[config.mk]
export PLATFORM = sky130hd
export DESIGN_NAME = lpc_line_port
export DESIGN_NICKNAME = d
export VERILOG_FILES = /design/src/lpc_buf2.v /design/src/lpc_line_port.v
export VERILOG_INCLUDE_DIRS = /design/src
export SDC_FILE = /design/constraint.sdc
export NUM_CORES = 1
export LEC_CHECK = 0
export ABC_AREA = 1
export BUFFER_PORTS_ARGS = -buffer_cell sky130_fd_sc_hd__buf_2
export CORE_AREA = 2 2 91 93
export CTS_CLUSTER_DIAMETER = 80
export DETAILED_ROUTE_END_ITERATION = 7
export DIE_AREA = 0 0 93 95
export GPL_TIMING_DRIVEN = 0
export HOLD_SLACK_MARGIN = 0.15
export PLACE_DENSITY = 0.69
export SETUP_SLACK_MARGIN = 0.15
export SYNTH_ARGS = -nofsm -noshare
export SYNTH_HDL_FRONTEND = slang
export SYNTH_SLANG_ARGS = --single-unit
[constraint.sdc]
create_clock -name sys_clk -period 1.9 [get_ports sys_clk]
set_input_delay 0.38 -clock sys_clk [delete_from_list [all_inputs] [get_ports sys_clk]]
set_output_delay 0.38 -clock sys_clk [all_outputs]
set_load 0.005 [all_outputs]
[src/lpc_defs.vh]
// constants for the line port clock select block
// assumes inclusion by bare name from every design file of the block
`ifndef LPC_DEFS_VH
`define LPC_DEFS_VH

// register map, 7-bit register address
`define LPC_ADDR_W 7
`define LPC_DATA_W 8
`define LPC_CLKCFG_ADDR 7'h01
`define LPC_CLKCFG_RESET 8'h00
// transmit timing source field, bits 4:3
`define LPC_SRC_LSB 3
`define LPC_SRC_MSB 4
// source encodings
`define LPC_SRC_SYNTH 2'h0
`define LPC_SRC_FRAME 2'h1
`define LPC_SRC_LOOP 2'h2
`define LPC_SRC_EXT 2'h3

// timing, system clock period in ns
`define LPC_CLK_PERIOD_NS 8
// reference considered lost after this long without an edge (least time)
`define LPC_REF_TIMEOUT_NS 1000
`define LPC_REF_TIMEOUT_CYC \
    ((`LPC_REF_TIMEOUT_NS + `LPC_CLK_PERIOD_NS - 1) / `LPC_CLK_PERIOD_NS)
// half period of the synthesized transmit clock (longest time)
`define LPC_SYNTH_HALF_NS 32
`define LPC_SYNTH_HALF_CYC (`LPC_SYNTH_HALF_NS / `LPC_CLK_PERIOD_NS)
`define LPC_CNT_W 8

// buffer word width
`define LPC_BUF_W 1

`endif

[src/lpc_buf2.v]
// two-entry valid/ready buffer for serial line bits
// assumes both sides on sys_clk, rstn asynchronous active low
`timescale 1ns/1ns
`default_nettype none
`include "lpc_defs.vh"

module lpc_buf2 (
    input wire sys_clk,
    input wire rstn,
    input wire [`LPC_BUF_W-1:0] in_data,
    input wire in_valid,
    output wire in_ready,
    output reg [`LPC_BUF_W-1:0] out_data,
    output wire out_valid,
    input wire out_ready
);

    // ****************************************
    // storage and pointers
    // ****************************************
    reg [`LPC_BUF_W-1:0] mem_reg [0:1]; // two entries
    reg wr_ptr_reg; // next slot to fill
    reg rd_ptr_reg; // next slot to drain
    reg [1:0] count_reg; // 0, 1 or 2 entries held
    wire push;
    wire pop;

    assign in_ready = (count_reg != 2'h2);
    assign out_valid = (count_reg != 2'h0);
    assign push = in_valid & in_ready;
    assign pop = out_valid & out_ready;

    // output word taken from the read slot
    always @* begin
        out_data = mem_reg[rd_ptr_reg];
    end

    // ****************************************
    // fill, drain and count
    // ****************************************
    always @(posedge sys_clk or negedge rstn) begin
        if (!rstn) begin
            mem_reg[0] <= {`LPC_BUF_W{1'b0}};
            mem_reg[1] <= {`LPC_BUF_W{1'b0}};
            wr_ptr_reg <= 1'b0;
            rd_ptr_reg <= 1'b0;
            count_reg <= 2'h0;
        end else begin
            if (push) begin
                // write into the free slot
                mem_reg[wr_ptr_reg] <= in_data;
                wr_ptr_reg <= ~wr_ptr_reg;
            end
            if (pop) begin
                // advance past the drained slot
                rd_ptr_reg <= ~rd_ptr_reg;
            end
            if (push & ~pop) begin
                count_reg <= count_reg + 2'h1;
            end else if (pop & ~push) begin
                count_reg <= count_reg - 2'h1;
            end
        end
    end

endmodule
`default_nettype wire

[src/lpc_line_port.v]
// line port and transmit clock source select of one channel
// assumes line pins arrive unsynchronised, registers on sys_clk
//
// Contract
// - tx clock from one of four sources
// - field zero: synthesize from 19.44 MHz reference
// - 19.44 MHz reference feeds both loops always
// - send framed bits as differential NRZ
// - media sends NRZ data with receive clock
// - external source passes tx clock straight through
`timescale 1ns/1ns
`default_nettype none
`include "lpc_defs.vh"

module lpc_line_port (
    input wire sys_clk,
    input wire rstn,
    // register access
    input wire reg_cs,
    input wire reg_we,
    input wire [`LPC_ADDR_W-1:0] reg_addr,
    input wire [`LPC_DATA_W-1:0] reg_wdata,
    output reg [`LPC_DATA_W-1:0] reg_rdata,
    // reference clocks
    input wire synth_reference_clock,
    input wire frame_rate_reference,
    input wire external_tx_clock_in_p,
    input wire external_tx_clock_in_n,
    // transmit line
    output wire line_tx_clock_out_p,
    output wire line_tx_clock_out_n,
    output wire line_tx_serial_out_p,
    output wire line_tx_serial_out_n,
    // receive line
    input wire line_rx_clock_in_p,
    input wire line_rx_clock_in_n,
    input wire line_rx_serial_in_p,
    input wire line_rx_serial_in_n,
    input wire line_signal_present,
    // user side transmit stream
    input wire tx_bit,
    input wire tx_valid,
    output wire tx_ready,
    // user side receive stream
    output wire rx_bit,
    output wire rx_valid,
    input wire rx_ready,
    // status levels and overrun pulse
    output wire ref_active,
    output wire signal_present,
    output reg rx_overrun
);

    // ****************************************
    // differential decode
    // ****************************************
    // a pair with both legs equal keeps the last level
    function diff_level;
        input p;
        input n;
        input last;
        begin
            if (p != n) begin
                diff_level = p;
            end else begin
                diff_level = last;
            end
        end
    endfunction

    // ****************************************
    // input synchronisers
    // ****************************************
    // bit order: 0 ref, 1 frame, 2 ext p, 3 ext n, 4 rxclk p,
    // 5 rxclk n, 6 rxdata p, 7 rxdata n, 8 signal present
    localparam NSYNC = 9;
    wire [NSYNC-1:0] raw_in;
    reg [NSYNC-1:0] meta_reg; // first stage, read only by second
    reg [NSYNC-1:0] sync_reg; // second stage, safe to use

    assign raw_in = {line_signal_present,
                     line_rx_serial_in_n, line_rx_serial_in_p,
                     line_rx_clock_in_n, line_rx_clock_in_p,
                     external_tx_clock_in_n, external_tx_clock_in_p,
                     frame_rate_reference, synth_reference_clock};

    genvar gi;
    generate
        for (gi = 0; gi < NSYNC; gi = gi + 1) begin : g_sync
            // two flops per pin
            always @(posedge sys_clk or negedge rstn) begin
                if (!rstn) begin
                    meta_reg[gi] <= 1'b0;
                    sync_reg[gi] <= 1'b0;
                end else begin
                    meta_reg[gi] <= raw_in[gi];
                    sync_reg[gi] <= meta_reg[gi];
                end
            end
        end
    endgenerate

    // ****************************************
    // decoded levels and edge history
    // ****************************************
    reg ref_d_reg; // last reference level
    reg frame_d_reg; // last frame reference level
    reg ext_lvl_reg; // decoded external clock
    reg rxclk_lvl_reg; // decoded receive clock
    reg rxclk_d_reg; // receive clock one cycle back
    reg rxdat_lvl_reg; // decoded receive data
    wire ref_edge;
    wire frame_rise;
    wire rxclk_rise;

    assign ref_edge = sync_reg[0] ^ ref_d_reg;
    assign frame_rise = sync_reg[1] & ~frame_d_reg;
    assign rxclk_rise = rxclk_lvl_reg & ~rxclk_d_reg;
    assign signal_present = sync_reg[8];

    // pair decode and history
    always @(posedge sys_clk or negedge rstn) begin
        if (!rstn) begin
            ref_d_reg <= 1'b0;
            frame_d_reg <= 1'b0;
            ext_lvl_reg <= 1'b0;
            rxclk_lvl_reg <= 1'b0;
            rxclk_d_reg <= 1'b0;
            rxdat_lvl_reg <= 1'b0;
        end else begin
            ref_d_reg <= sync_reg[0];
            frame_d_reg <= sync_reg[1];
            ext_lvl_reg <= diff_level(sync_reg[2], sync_reg[3], ext_lvl_reg);
            rxclk_lvl_reg <= diff_level(sync_reg[4], sync_reg[5],
                                        rxclk_lvl_reg);
            rxclk_d_reg <= rxclk_lvl_reg;
            rxdat_lvl_reg <= diff_level(sync_reg[6], sync_reg[7],
                                        rxdat_lvl_reg);
        end
    end

    // ****************************************
    // clock configuration register
    // ****************************************
    reg [`LPC_DATA_W-1:0] clock_source_config_reg;
    wire [1:0] src_sel;

    assign src_sel = clock_source_config_reg[`LPC_SRC_MSB:`LPC_SRC_LSB];

    // write port, read data registered one cycle after request
    always @(posedge sys_clk or negedge rstn) begin
        if (!rstn) begin
            clock_source_config_reg <= `LPC_CLKCFG_RESET;
            reg_rdata <= {`LPC_DATA_W{1'b0}};
        end else begin
            if (reg_cs && reg_we && reg_addr == `LPC_CLKCFG_ADDR) begin
                clock_source_config_reg <= reg_wdata;
            end
            if (reg_cs && !reg_we) begin
                if (reg_addr == `LPC_CLKCFG_ADDR) begin
                    reg_rdata <= clock_source_config_reg;
                end else begin
                    // unmapped address reads zero
                    reg_rdata <= {`LPC_DATA_W{1'b0}};
                end
            end
        end
    end

    // ****************************************
    // reference activity watch
    // ****************************************
    // both loops lean on this reference whatever the selection
    reg [`LPC_CNT_W-1:0] ref_cnt_reg; // cycles since last edge
    reg ref_active_reg;

    always @(posedge sys_clk or negedge rstn) begin
        if (!rstn) begin
            ref_cnt_reg <= {`LPC_CNT_W{1'b0}};
            ref_active_reg <= 1'b0;
        end else if (ref_edge) begin
            ref_cnt_reg <= {`LPC_CNT_W{1'b0}};
            ref_active_reg <= 1'b1;
        end else if (ref_cnt_reg == `LPC_REF_TIMEOUT_CYC - 1) begin
            ref_active_reg <= 1'b0;
        end else begin
            ref_cnt_reg <= ref_cnt_reg + 8'h01;
        end
    end

    assign ref_active = ref_active_reg;

    // ****************************************
    // transmit synthesizer
    // ****************************************
    reg [`LPC_CNT_W-1:0] syn_cnt_reg; // half period counter
    reg syn_clk_reg; // synthesized clock level

    // runs only with a live reference; frame source realigns phase
    always @(posedge sys_clk or negedge rstn) begin
        if (!rstn) begin
            syn_cnt_reg <= {`LPC_CNT_W{1'b0}};
            syn_clk_reg <= 1'b0;
        end else if (!ref_active_reg) begin
            syn_cnt_reg <= {`LPC_CNT_W{1'b0}};
            syn_clk_reg <= 1'b0;
        end else if (src_sel == `LPC_SRC_FRAME && frame_rise) begin
            syn_cnt_reg <= {`LPC_CNT_W{1'b0}};
            syn_clk_reg <= 1'b0;
        end else if (syn_cnt_reg == `LPC_SYNTH_HALF_CYC - 1) begin
            syn_cnt_reg <= {`LPC_CNT_W{1'b0}};
            syn_clk_reg <= ~syn_clk_reg;
        end else begin
            syn_cnt_reg <= syn_cnt_reg + 8'h01;
        end
    end

    // ****************************************
    // source select and transmit clock
    // ****************************************
    reg tx_clk_next;
    reg tx_clk_reg;

    // pick the timing source from the two-bit field
    always @* begin
        case (src_sel)
            `LPC_SRC_SYNTH: tx_clk_next = syn_clk_reg;
            `LPC_SRC_FRAME: tx_clk_next = syn_clk_reg;
            `LPC_SRC_LOOP: tx_clk_next = rxclk_lvl_reg;
            `LPC_SRC_EXT: tx_clk_next = ext_lvl_reg;
            default: tx_clk_next = 1'b0;
        endcase
    end

    always @(posedge sys_clk or negedge rstn) begin
        if (!rstn) begin
            tx_clk_reg <= 1'b0;
        end else begin
            tx_clk_reg <= tx_clk_next;
        end
    end

    assign line_tx_clock_out_p = tx_clk_reg;
    assign line_tx_clock_out_n = ~tx_clk_reg;

    // ****************************************
    // transmit serial path
    // ****************************************
    wire tx_rise;
    wire txb_bit;
    wire txb_valid;
    reg tx_data_reg; // line bit, changes on tx clock rise

    assign tx_rise = tx_clk_next & ~tx_clk_reg;

    // user bits wait here until the line takes them
    lpc_buf2 u_tx_buf (
        .sys_clk(sys_clk),
        .rstn(rstn),
        .in_data(tx_bit),
        .in_valid(tx_valid),
        .in_ready(tx_ready),
        .out_data(txb_bit),
        .out_valid(txb_valid),
        .out_ready(tx_rise)
    );

    // idle line sends zero when nothing is queued
    always @(posedge sys_clk or negedge rstn) begin
        if (!rstn) begin
            tx_data_reg <= 1'b0;
        end else if (tx_rise) begin
            tx_data_reg <= txb_valid & txb_bit;
        end
    end

    assign line_tx_serial_out_p = tx_data_reg;
    assign line_tx_serial_out_n = ~tx_data_reg;

    // ****************************************
    // receive serial path
    // ****************************************
    wire rx_push;
    wire rxb_ready;

    // capture on receive clock rise while the line carries signal and the reference is active
    assign rx_push = rxclk_rise & signal_present & ref_active_reg;

    lpc_buf2 u_rx_buf (
        .sys_clk(sys_clk),
        .rstn(rstn),
        .in_data(rxdat_lvl_reg),
        .in_valid(rx_push),
        .in_ready(rxb_ready),
        .out_data(rx_bit),
        .out_valid(rx_valid),
        .out_ready(rx_ready)
    );

    // one-cycle pulse when a captured bit finds the buffer full
    always @(posedge sys_clk or negedge rstn) begin
        if (!rstn) begin
            rx_overrun <= 1'b0;
        end else begin
            rx_overrun <= rx_push & ~rxb_ready;
        end
    end

endmodule
`default_nettype wire

Word level (Yosys, flattened, before mapping)
Index checks and enable logic that the tools add are counted.
{ "word_totals": {"word_cells": 144, "ram_bits": 0, "rom_bits": 0, "n_memories": 0, "output_inout_bits": 18, "ff_bits": 73, "latch_bits": 0, "in_bits": 31} }
{ "op_classes": {"reduce_logical": 14, "bitwise_logic": 34, "eq_ne": 13, "shifts": 0, "add_sub_neg": 6, "order_cmp": 6, "mul": 0, "mux": 28, "div_mod_pow": 0} }
{ "ops": {"columns": ["operator", "count"], "rows": [
  ["$mux 8", 6],
  ["$add 8x1->8 const B", 2],
  ["$and 1x1->1", 15],
  ["$not 1->1", 14],
  ["$mux 1", 13],
  ["$reduce_bool 2->1", 5],
  ["$eq 8x2->1 const B", 1],
  ["$eq 8x7->1 const B", 1],
  ["$ge 2x2->1 const B", 4],
  ["$mux 2", 4],
  ["$not 1->2", 4],
  ["$eq 7x1->1 const B", 1],
  ["$logic_and 1x1->1", 6],
  ["$ne 2x2->1 const B", 3],
  ["$add 2x1->2 const B", 2],
  ["$bwmux 2", 2],
  ["$eq 2x2->1 const B", 2],
  ["$lt 2x1->1 const B", 2],
  ["$sub 2x1->2 const B", 2],
  ["$ne 1x1->1", 3],
  ["$ne 3x1->1 const B", 1],
  ["$pmux 1 s3", 1],
  ["$demux 1 s1", 2],
  ["$eq 2x1->1 const B", 1],
  ["other kinds (4)", 4]
]} }

Logic depth before layout (Yosys ltp)
Gate-level depths: netlist (run 1).
{ "depth": {"ltp_word": 9, "depth_mapped": 9, "ltp_nobuf": 9} }

Cells and area by module
From an unflattened synthesis (run 1), not the netlist that was laid out.
{ "unflattened": {"hier_cells": 337, "hier_area_um2": 3135.5} }
{ "modules_own_cells": {"columns": ["module", "cells_each", "n_inst", "area_each_um2"], "rows": [
  ["lpc_line_port", 255, 1, 2484.9],
  ["lpc_buf2", 41, 2, 325.3]
]} }

Worst setup path before layout (run 1)
Ideal clock, no wire load.
{ "synth_timing": {"kind": "register to register", "startpoint": "register rxclk_lvl_reg", "endpoint": "register u_rx_buf.count_reg[1]", "synth_period_minus_slack_ps": 1474, "path_stages_with_launch": 9, "n_path_buf": 0, "required_time_ps": 1779, "t_arrival_ps": 1352, "slack_ps": 426, "cell_sequence": "dfrtp_1 -> inv_1 -> nor3_2 -> nand2_1 -> inv_1 -> ha_1 -> nor2_1 -> nand2_1 -> xor2_1"} }
{ "synth_via": {"elab_chain_cells": 7, "word_cells_on_any_way": 9, "cone_classes": "1 x mux; 7 x bitwise; 1 x reduce/logical"} }
{ "synth_rtl": {"columns": ["item", "line_no", "rtl"], "rows": [
  ["start, declared", "lpc_line_port.v:109", "reg rxclk_lvl_reg;"],
  ["start signal, assigned", "lpc_line_port.v:134", "rxclk_lvl_reg <= diff_level(sync_reg[4], sync_reg[5],"],
  ["$and 1x1->1 *", "lpc_line_port.v:118", "assign rxclk_rise = rxclk_lvl_reg & ~rxclk_d_reg;"],
  ["$and 1x1->1 * (2 in a row)", "lpc_line_port.v:287", "assign rx_push = rxclk_rise & signal_present & ref_active_reg;"],
  ["$and 1x1->1 *", "lpc_buf2.v:30", "assign push = in_valid & in_ready;"],
  ["net u_rx_buf.push", "lpc_buf2.v:25", "wire push;"],
  ["$not 1->1", "lpc_buf2.v:60", "end else if (pop & ~push) begin"],
  ["$and 1x1->1", "lpc_buf2.v:60", null],
  ["$reduce_bool 2->1 (no source line)", null, null],
  ["end signal, assigned", "lpc_buf2.v:59", "count_reg <= count_reg + 2'h1;"],
  ["end signal, assigned", "lpc_buf2.v:61", "count_reg <= count_reg - 2'h1;"],
  ["end, declared", "lpc_buf2.v:24", "reg [1:0] count_reg;"]
]} }
The timed path passes the listed nets; every way through them passes the cells marked *.
A chain may end at the register's enable or synchronous reset.

Worst setup path in the final report (run 1)
{ "layout_timing": {"startpoint": "register clock_source_config_reg[3]", "endpoint": "register u_tx_buf.count_reg[1]"} }
{ "layout_via": {"elab_chain_cells": 8, "word_cells_on_any_way": 13, "cone_classes": "3 x eq/ne; 2 x mux; 5 x bitwise; 3 x reduce/logical"} }
{ "layout_rtl": {"columns": ["item", "line_no", "rtl"], "rows": [
  ["start, declared", "lpc_line_port.v:145", "reg [`LPC_DATA_W-1:0] clock_source_config_reg;"],
  ["start signal, assigned", "lpc_line_port.v:153", "clock_source_config_reg <= `LPC_CLKCFG_RESET;"],
  ["start signal, assigned", "lpc_line_port.v:157", "clock_source_config_reg <= reg_wdata;"],
  ["$eq 2x1->1 / $logic_not 2->1 (equally long branches)", "lpc_line_port.v:226", "case (src_sel)"],
  ["$reduce_or 2->1 (no source line)", null, null],
  ["$pmux 1 s3 *", "lpc_line_port.v:226", null],
  ["net tx_clk_next", "lpc_line_port.v:221", "reg tx_clk_next;"],
  ["$and 1x1->1 *", "lpc_line_port.v:254", "assign tx_rise = tx_clk_next & ~tx_clk_reg;"],
  ["$and 1x1->1 *", "lpc_buf2.v:31", "assign pop = out_valid & out_ready;"],
  ["$not 1->1", "lpc_buf2.v:58", "if (push & ~pop) begin"],
  ["$and 1x1->1", "lpc_buf2.v:58", null],
  ["$mux 2 / $reduce_bool 2->1 (equally long branches)", null, null],
  ["end signal, assigned", "lpc_buf2.v:59", null],
  ["end signal, assigned", "lpc_buf2.v:61", null],
  ["end, declared", "lpc_buf2.v:24", null]
]} }
Marked as above.

==> results of run 1 <==
==> metrics by stage <==
| step | utilization | hold slack [ps] | total power [mW] | instances | worst slack (ps) |
|---|---|---|---|---|---|
| 3_5_place_dp | 0.435 | 336 | 3.08 | 481 | 211 |
| 4_1_cts | 0.474 | 215 | 4.34 | 507 | 212 |
| 5_1_grt | 0.475 | 229 | 4.60 | 507 | 156 |
| 2_1_floorplan | - | 84.4 | 2.75 | 327 | 426 |
| 6_report | 0.475 | 233 | 4.29 | 507 | 293 |
| 3_3_place_gp | 0.432 | 332 | 3.01 | 480 | 21.9 |
==> report_power, final <==
| group | internal (mW) | leakage [nW] | switching [mW] | total (mW) |
|---|---|---|---|---|
| Clock | 0.679 | 0.103 | 0.548 | 1.23 |
| Sequential | 1.83 | 0.916 | 0.203 | 2.04 |
| Combinational | 0.425 | 0.947 | 0.597 | 1.02 |
| Total | 2.94 | 1.97 | 1.35 | 4.29 |
==> area by class of cell <==
class	count	area, µm²
Timing Repair Buffer	59	370
Inverter	36	135
Clock inverter	4	51.3
Sequential cell	73	1830
Fill cell	752	4160
Clock buffer	12	155
Multi-Input combinational cell	218	1090
Tap cell	105	131
==> synth_stat cells (all sizes together) <==
cell type	number	share of area
a21oi	10	0.016
xor2	6	0.017
nand4	4	0.0082
a21boi	2	0.0074
ha	5	0.021
o21bai	1	0.0025
nor2	35	0.051
dfrtp	73	0.60
o21ai	3	0.0049
nor4	1	0.0021
nor3	3	0.012
inv	36	0.044
nand2	111	0.14
xnor2	5	0.017
nand3	32	0.058
==> cells by family (layout without fill, tap and decap cells) <==
kind of cell / after synthesis / after routing / synth area share
AOI/OAI and AO/OA: 16 / 16 / 0.0312
xor gates and xnor gates: 11 / 11 / 0.0341
adders and majority gates: 5 / 5 / 0.0205
buffers and inverters: 36 / 111 / 0.0443
DFF: 73 / 73 / 0.599
and+or+nand+nor: 186 / 186 / 0.271
==> final timing paths <==
check                                            from                          to  slack (ps)  depth (start not counted)
max                        clock_source_config_reg[3]       u_tx_buf.count_reg[1]         290                          8
min                                      reg_wdata[7]  clock_source_config_reg[7]         230                          3
max reg2reg                clock_source_config_reg[3]       u_tx_buf.count_reg[1]         290                          8
min reg2reg                               meta_reg[5]                 sync_reg[5]         340                          0
max in group asynchronous                        rstn               rxclk_lvl_reg         990                          3
min in group asynchronous                        rstn              ref_cnt_reg[6]         580                          3
==> critical path, delay by kind of cell (launching register included) <==
family                     cells  cell delay [ps]
and+or+nand+nor                5              530
DFF                            1              410
adders and majority gates      1              340
xor gates and xnor gates       1              150
buffers and inverters          1               80
==> per-layer routing <==
layer	track usage	vias to the layer above	wire, µm
met1	0.164	1053	2540
met3	0.0391	7	181
met4	0.0735	0	97
met5	0	-	0
li1	-	1163	-
met2	0.236	38	2610
==> what timing repair did <==
action / in CTS / in global routing
hold buffers: 10 / 0
endpoints found under the hold margin: 82 / 0
setup buffers: 0 / 0
gates resized for setup: 0 / 4
endpoints found under the setup margin: 0 / 2
==> summary.md, run 1 <==
| Metric | Value |
|---|---|
| Final Hold Violating Endpoints | `0` |
| Synth Area per Inst | `just over 9 µm²` |
| Row cnt | `33` |
| Nets@finish | `around 430` |
| Max Slew Vio Count | `0` |
| Mapped Cells | `327` |
| Via count | `~2300` |
| Status | `completed` |
| Max Cap Viol | `0` |
| DP Area | `between 0.003 and 0.004 mm²` |
| CTS tree | `done` |
| Yosys reg bits | `73` |
| Routed WL | `about 5400 µm` |
| DRT Pass-1 Iters | `4` |
| Slowest-stage cell, CP | `dfrtp_1` |
| Synth unique cells | `23` |
| Setup Crit Path Kind | `flop to flop` |
| Sequential-to-total area share from yosys stat | `0.599` |
| Fin Setup TNS | `0 ps` |
| Cell area after layout | `0.00377 mm²` |
| Clock Pin Slew Worst Setup and Hold Paths | `roughly 80 ps` |
| Crit-path max cell delay | `a little over 400 ps` |
| Die W | `93 µm` |
| Routed length per placed instance | `approximately 11 µm` |
| Initial Utilization | `0.385` |
| H-tree levels | `3` |
| IO Port Bufs | `between 40 and 50` |
| First-pass GRT wire length | `between 9000 and 10000 µm` |
| Clk sink count | `73` |
| Syn-to-layout area delta | `23.6%` |
| Pwr/cell area | `approximately 1100 mW/mm²` |
| Antenna-violating nets left | `0` |
| Gpl congestion | `around 0.79` |
| Number of global-route vias before repair | `2261` |
| DR DRC count | `0` |
| CTS Buf Count | `9` |
| Hold Path Class | `primary input to flop` |
| Crit path max fanout | `4` |
| Crit share post-route | `0.846` |
| Total global routing track utilization | `0.140` |
| RSZ-0062 raised after global routing | `no` |
| Syn nets | `363` |
| Post-DP HPWL | `around 3800 µm` |
| Clock latency on the worst-skew pair | `between 300 and 400 ps` |
| Initial DRC Count | `approximately 140` |
| Worst EP required | `2110 ps` |
| Fmax | `around 620 MHz` |
| Crit-path cells | `inv_1 -> nand3_1 -> nand3_1 -> nand3_1 -> ha_1 -> nor2_1 -> nand2_1 -> xor2_1` |
| Vias per cell | `4.46` |
| Worst-case vdd ir drop | `roughly 0.00069 V` |
| Most frequent cells in the layout | `nand2_1, dfrtp_1, buf_2` |
| Pin count of the biggest net entering global routing | `between 70 and 80` |
| Setup violators final | `0` |
| Total gr overflow | `0` |
| Die Y | `95 µm` |
| Layout cell share with drive strength beyond 1 | `0.209` |
| IO Count | `49` |
| Clock Path Buffers | `2` |
| Max_slew headroom | `0.741` |
| Fin crit period | `1610 ps` |
| Worst Skew | `7.20 ps` |
| Worst Tran Pin Value | `387 ps` |
| Post-Syn Area | `0.00305 mm²` |
| Most common cell after layout, fill and taps aside | `nand2_1` |
| Max reg flops | `9` |
| Most used cell, CP | `nand3_1` |
| Startpoint types | `flop` |
| Worst setup EP type | `flop` |
| P_leak | `1.97 nW` |
| DIE AREA | `0.00884 mm²` |
| Syn. warnings | `0` |
| Core area | `0.00793 mm²` |
| Diodes inserted | `0` |
| Worst EP arrival | `around 1800 ps` |
| Clock root cell | `clkbuf_8` |
| Antenna violations before repair | `0` |
(Power assumes the default switching activity.)
==> run 2, diff against run 1 <==
--- a/config.mk
+++ b/config.mk
@@ -14,7 +14,7 @@
 export DIE_AREA = 0 0 93 95
 export GPL_TIMING_DRIVEN = 0
 export HOLD_SLACK_MARGIN = 0.15
-export PLACE_DENSITY = 0.69
+export PLACE_DENSITY = 0.71
 export SETUP_SLACK_MARGIN = 0.15
 export SYNTH_ARGS = -nofsm -noshare
 export SYNTH_HDL_FRONTEND = slang
==> constraint.sdc (replaced) <==
create_clock -name sys_clk -period 1.35 [get_ports sys_clk]
set_input_delay 0.27 -clock sys_clk [delete_from_list [all_inputs] [get_ports sys_clk]]
set_output_delay 0.27 -clock sys_clk [all_outputs]
set_load 0.005 [all_outputs]
==> run 2 against run 1 <==
The run now ends with negative setup slack left. Cell count grew 7.1%. Clock power grew 39%. Worst setup slack lost 400 ps. Total power grew 65%. Via count grew 10%. Register-to-register slack lost 400 ps. Combinational power grew 140%. Count of clock-buffer cells in the layout is the same. Die area is the same. Design area grew 15%. Core utilization grew 6.9 points. Critical path type unchanged. Largest cell class unchanged.
==> summary.md, run 2 (synthesis results as in run 1) <==
| Metric | Value |
|---|---|
| Max reg flops | `9 (unchanged)` |
| Total global routing track utilization | `0.148 (+0.00755)` |
| Pwr Total | `7.07 mW (+65%)` |
| Most common cell after layout, fill and taps aside | `nand2_1` |
| Routed WL | `6410 µm (+18%)` |
| WHS | `38.5 ps (-195 ps)` |
| Crit share post-route | `1.08 (+0.234)` |
| Hold Path Class | `primary input to asynchronous set/reset pin` |
| Crit path max fanout | `2 (-2)` |
| Slowest-stage cell, CP | `dfrtp_2` |
| First-pass GRT wire length | `10100 µm (+4.8%)` |
| Row cnt | `33 (unchanged)` |
| Die W | `93 µm (unchanged)` |
| Crit path max-delay family | `simple AND/OR/NAND/NOR gates` |
| Sum of buffers and inverters on the critical path | `1 (unchanged)` |
| Register area | `0.00183 mm² (about the same)` |
| DR DRC count | `0 (unchanged)` |
| Layout cell share with drive strength beyond 1 | `0.370 (+0.161)` |
| Worst EP required | `1580 ps (-530 ps)` |
| Gpl congestion | `0.868 (+9.7%)` |
| Total gr overflow | `0 (unchanged)` |
| Die Y | `95 µm (unchanged)` |
| Fmax | `686 MHz (+10%)` |
| IO Count | `49 (unchanged)` |
| Core area | `0.00793 mm² (unchanged)` |
| Most frequent cells in the layout | `nand2_1, dfrtp_1, buf_2` |
| Crit-path max cell delay | `390 ps (-20 ps)` |
| Setup Crit Path Kind | `flop to flop` |
| Status | `finished, violations left` |
| Startpoint types | `flop` |
| Clock root cell | `clkbuf_8` |
| Initial DRC Count | `168 (+24%)` |
| Max_slew headroom | `0.397 (-0.343)` |
| Multi-input gate area | `0.00133 mm² (+22%)` |
| Failing checks | `negative setup slack` |
| Fillers | `720 (-4.3%)` |
| Most used cell, CP | `nand2_2` |
| Worst setup margin | `-107 ps (-400 ps)` |
| P_leak | `2.19 nW (+12%)` |
| Max Cap Viol | `0 (unchanged)` |
| Pin count of the biggest net entering global routing | `74 (unchanged)` |
| Max Slew Vio Count | `0 (unchanged)` |
| Core Util, Final | `0.544 (+0.0690)` |
| Clock latency on the worst-skew pair | `350 ps (+20 ps)` |
| Post-DP HPWL | `3730 µm (-1.2%)` |
| CTS Buf Count | `9 (unchanged)` |
| Worst Skew | `5.49 ps (-1.71 ps)` |
| Fin crit period | `1460 ps (-150 ps)` |
| Crit-path cells | `nand2_2 -> nor3_4 -> nand2_1 -> inv_2 -> ha_4 -> nor2_4 -> nand2_2 -> xor2_1` |
| Antenna-violating nets left | `0 (unchanged)` |
| Setup violators final | `6 (+6)` |
| Worst-case vdd ir drop | `0.000798 V (+15%)` |
| Clock Path Buffers | `2 (unchanged)` |
| Final Hold Violating Endpoints | `0 (unchanged)` |
| DRT Pass-1 Iters | `4 (unchanged)` |
| Clock Pin Slew Worst Setup and Hold Paths | `70 ps (about the same)` |
| Vias per cell | `4.59 (+2.9%)` |
| Setup WS pre-CTS | `-357 ps (-569 ps)` |
| Number of cells after detailed placement | `480 (-0.21%)` |
| Initial Utilization | `0.385 (unchanged)` |
| Finished Layout Cells | `543 (+7.1%)` |
| Nets@finish | `470 (+8.5%)` |
| Diodes inserted | `0 (unchanged)` |
| CTS Hold Bufs | `17 (+7)` |
| Clk sink count | `73 (unchanged)` |
| Via count | `2492 (+10%)` |
| Number of global-route vias before repair | `2452 (+8.4%)` |
| Worst EP arrival | `1690 ps (-130 ps)` |
| Worst setup EP type | `flop` |
| Syn-to-layout area delta | `41.5%` |
| Worst Tran Pin Value | `904 ps (+517 ps)` |
| IO Port Bufs | `48 (unchanged)` |
| Pwr/cell area | `1640 mW/mm² (+44%)` |
| Antenna violations before repair | `0 (unchanged)` |
| Routed length per placed instance | `11.8 µm (+10%)` |
| CTS tree | `done` |
| H-tree levels | `3 (unchanged)` |
| RSZ-0062 raised after global routing | `yes` |
| DIE AREA | `0.00884 mm² (unchanged)` |
==> run 2: cell count changes in the layout (fill, tap and decap cells not counted), moves of 8 or more <==
cell,previous run,this run
buf_4,1,23
buf_6,0,11
inv_1,34,24
inv_2,2,12
nand2_1,108,98
nand2_2,3,11
nand3_1,30,22
nor2_1,31,20
==> run 2: worst paths after layout <==
| kind | startpoint | endpoint | slack (ps) | cells past startpoint |
|---|---|---|---|---|
| hold / removal | rstn | clock_source_config_reg[5] | 40 | 1 |
| setup / recovery | ref_active | u_rx_buf.count_reg[1] | -110 | 8 |
| hold reg to reg | meta_reg[6] | sync_reg[6] | 350 | 0 |
| setup reg to reg | ref_active | u_rx_buf.count_reg[1] | -110 | 8 |
| min in group sys_clk | tx_bit | u_tx_buf.mem_reg[1] | 200 | 3 |
| max in group asynchronous | rstn | ref_cnt_reg[2] | 670 | 1 |
==> run 2: routing by layer <==
layer / vias to the layer above / GRT usage / wire [µm]
li1: 1233 / - / -
met1: 1195 / 0.163 / 2630
met2: 46 / 0.258 / 3360
met3: 18 / 0.0295 / 218
met4: 0 / 0.0993 / 198
met5: - / 0 / 0
==> run 2: metrics by stage <==
stage               instance area [µm²]  setup TNS [ps]
finish                             4310            -423
global route                       4310            -787
CTS                                4040            -182
detailed placement                 3460            -617
global placement                   3460          -30080
floorplan                          3090            -102
==> run 2: report_power, final <==
group | switching [mW] | internal [mW] | leakage, nW
combinational | 1.26 | 1.19 | 1.18
sequential | 0.321 | 2.58 | 0.914
clock | 0.773 | 0.939 | 0.102
==> run 2: what timing repair did <==
item,4_1_cts,5_1_grt
buffers inserted,18,13
pin swaps,3,22
endpoints found under the setup margin,26,30
gates resized for setup,22,49
hold endpoints to repair,90,73
==> run 2: final cells by class <==
type                    instances  share of cell area
repair buffers                 96               0.160
flip-flops and latches         73               0.425
clock buffers                  12              0.0360
clock inverters                 3             0.00928
inverters                      36              0.0313
well taps                     105              0.0305
multi-input cells             218               0.308
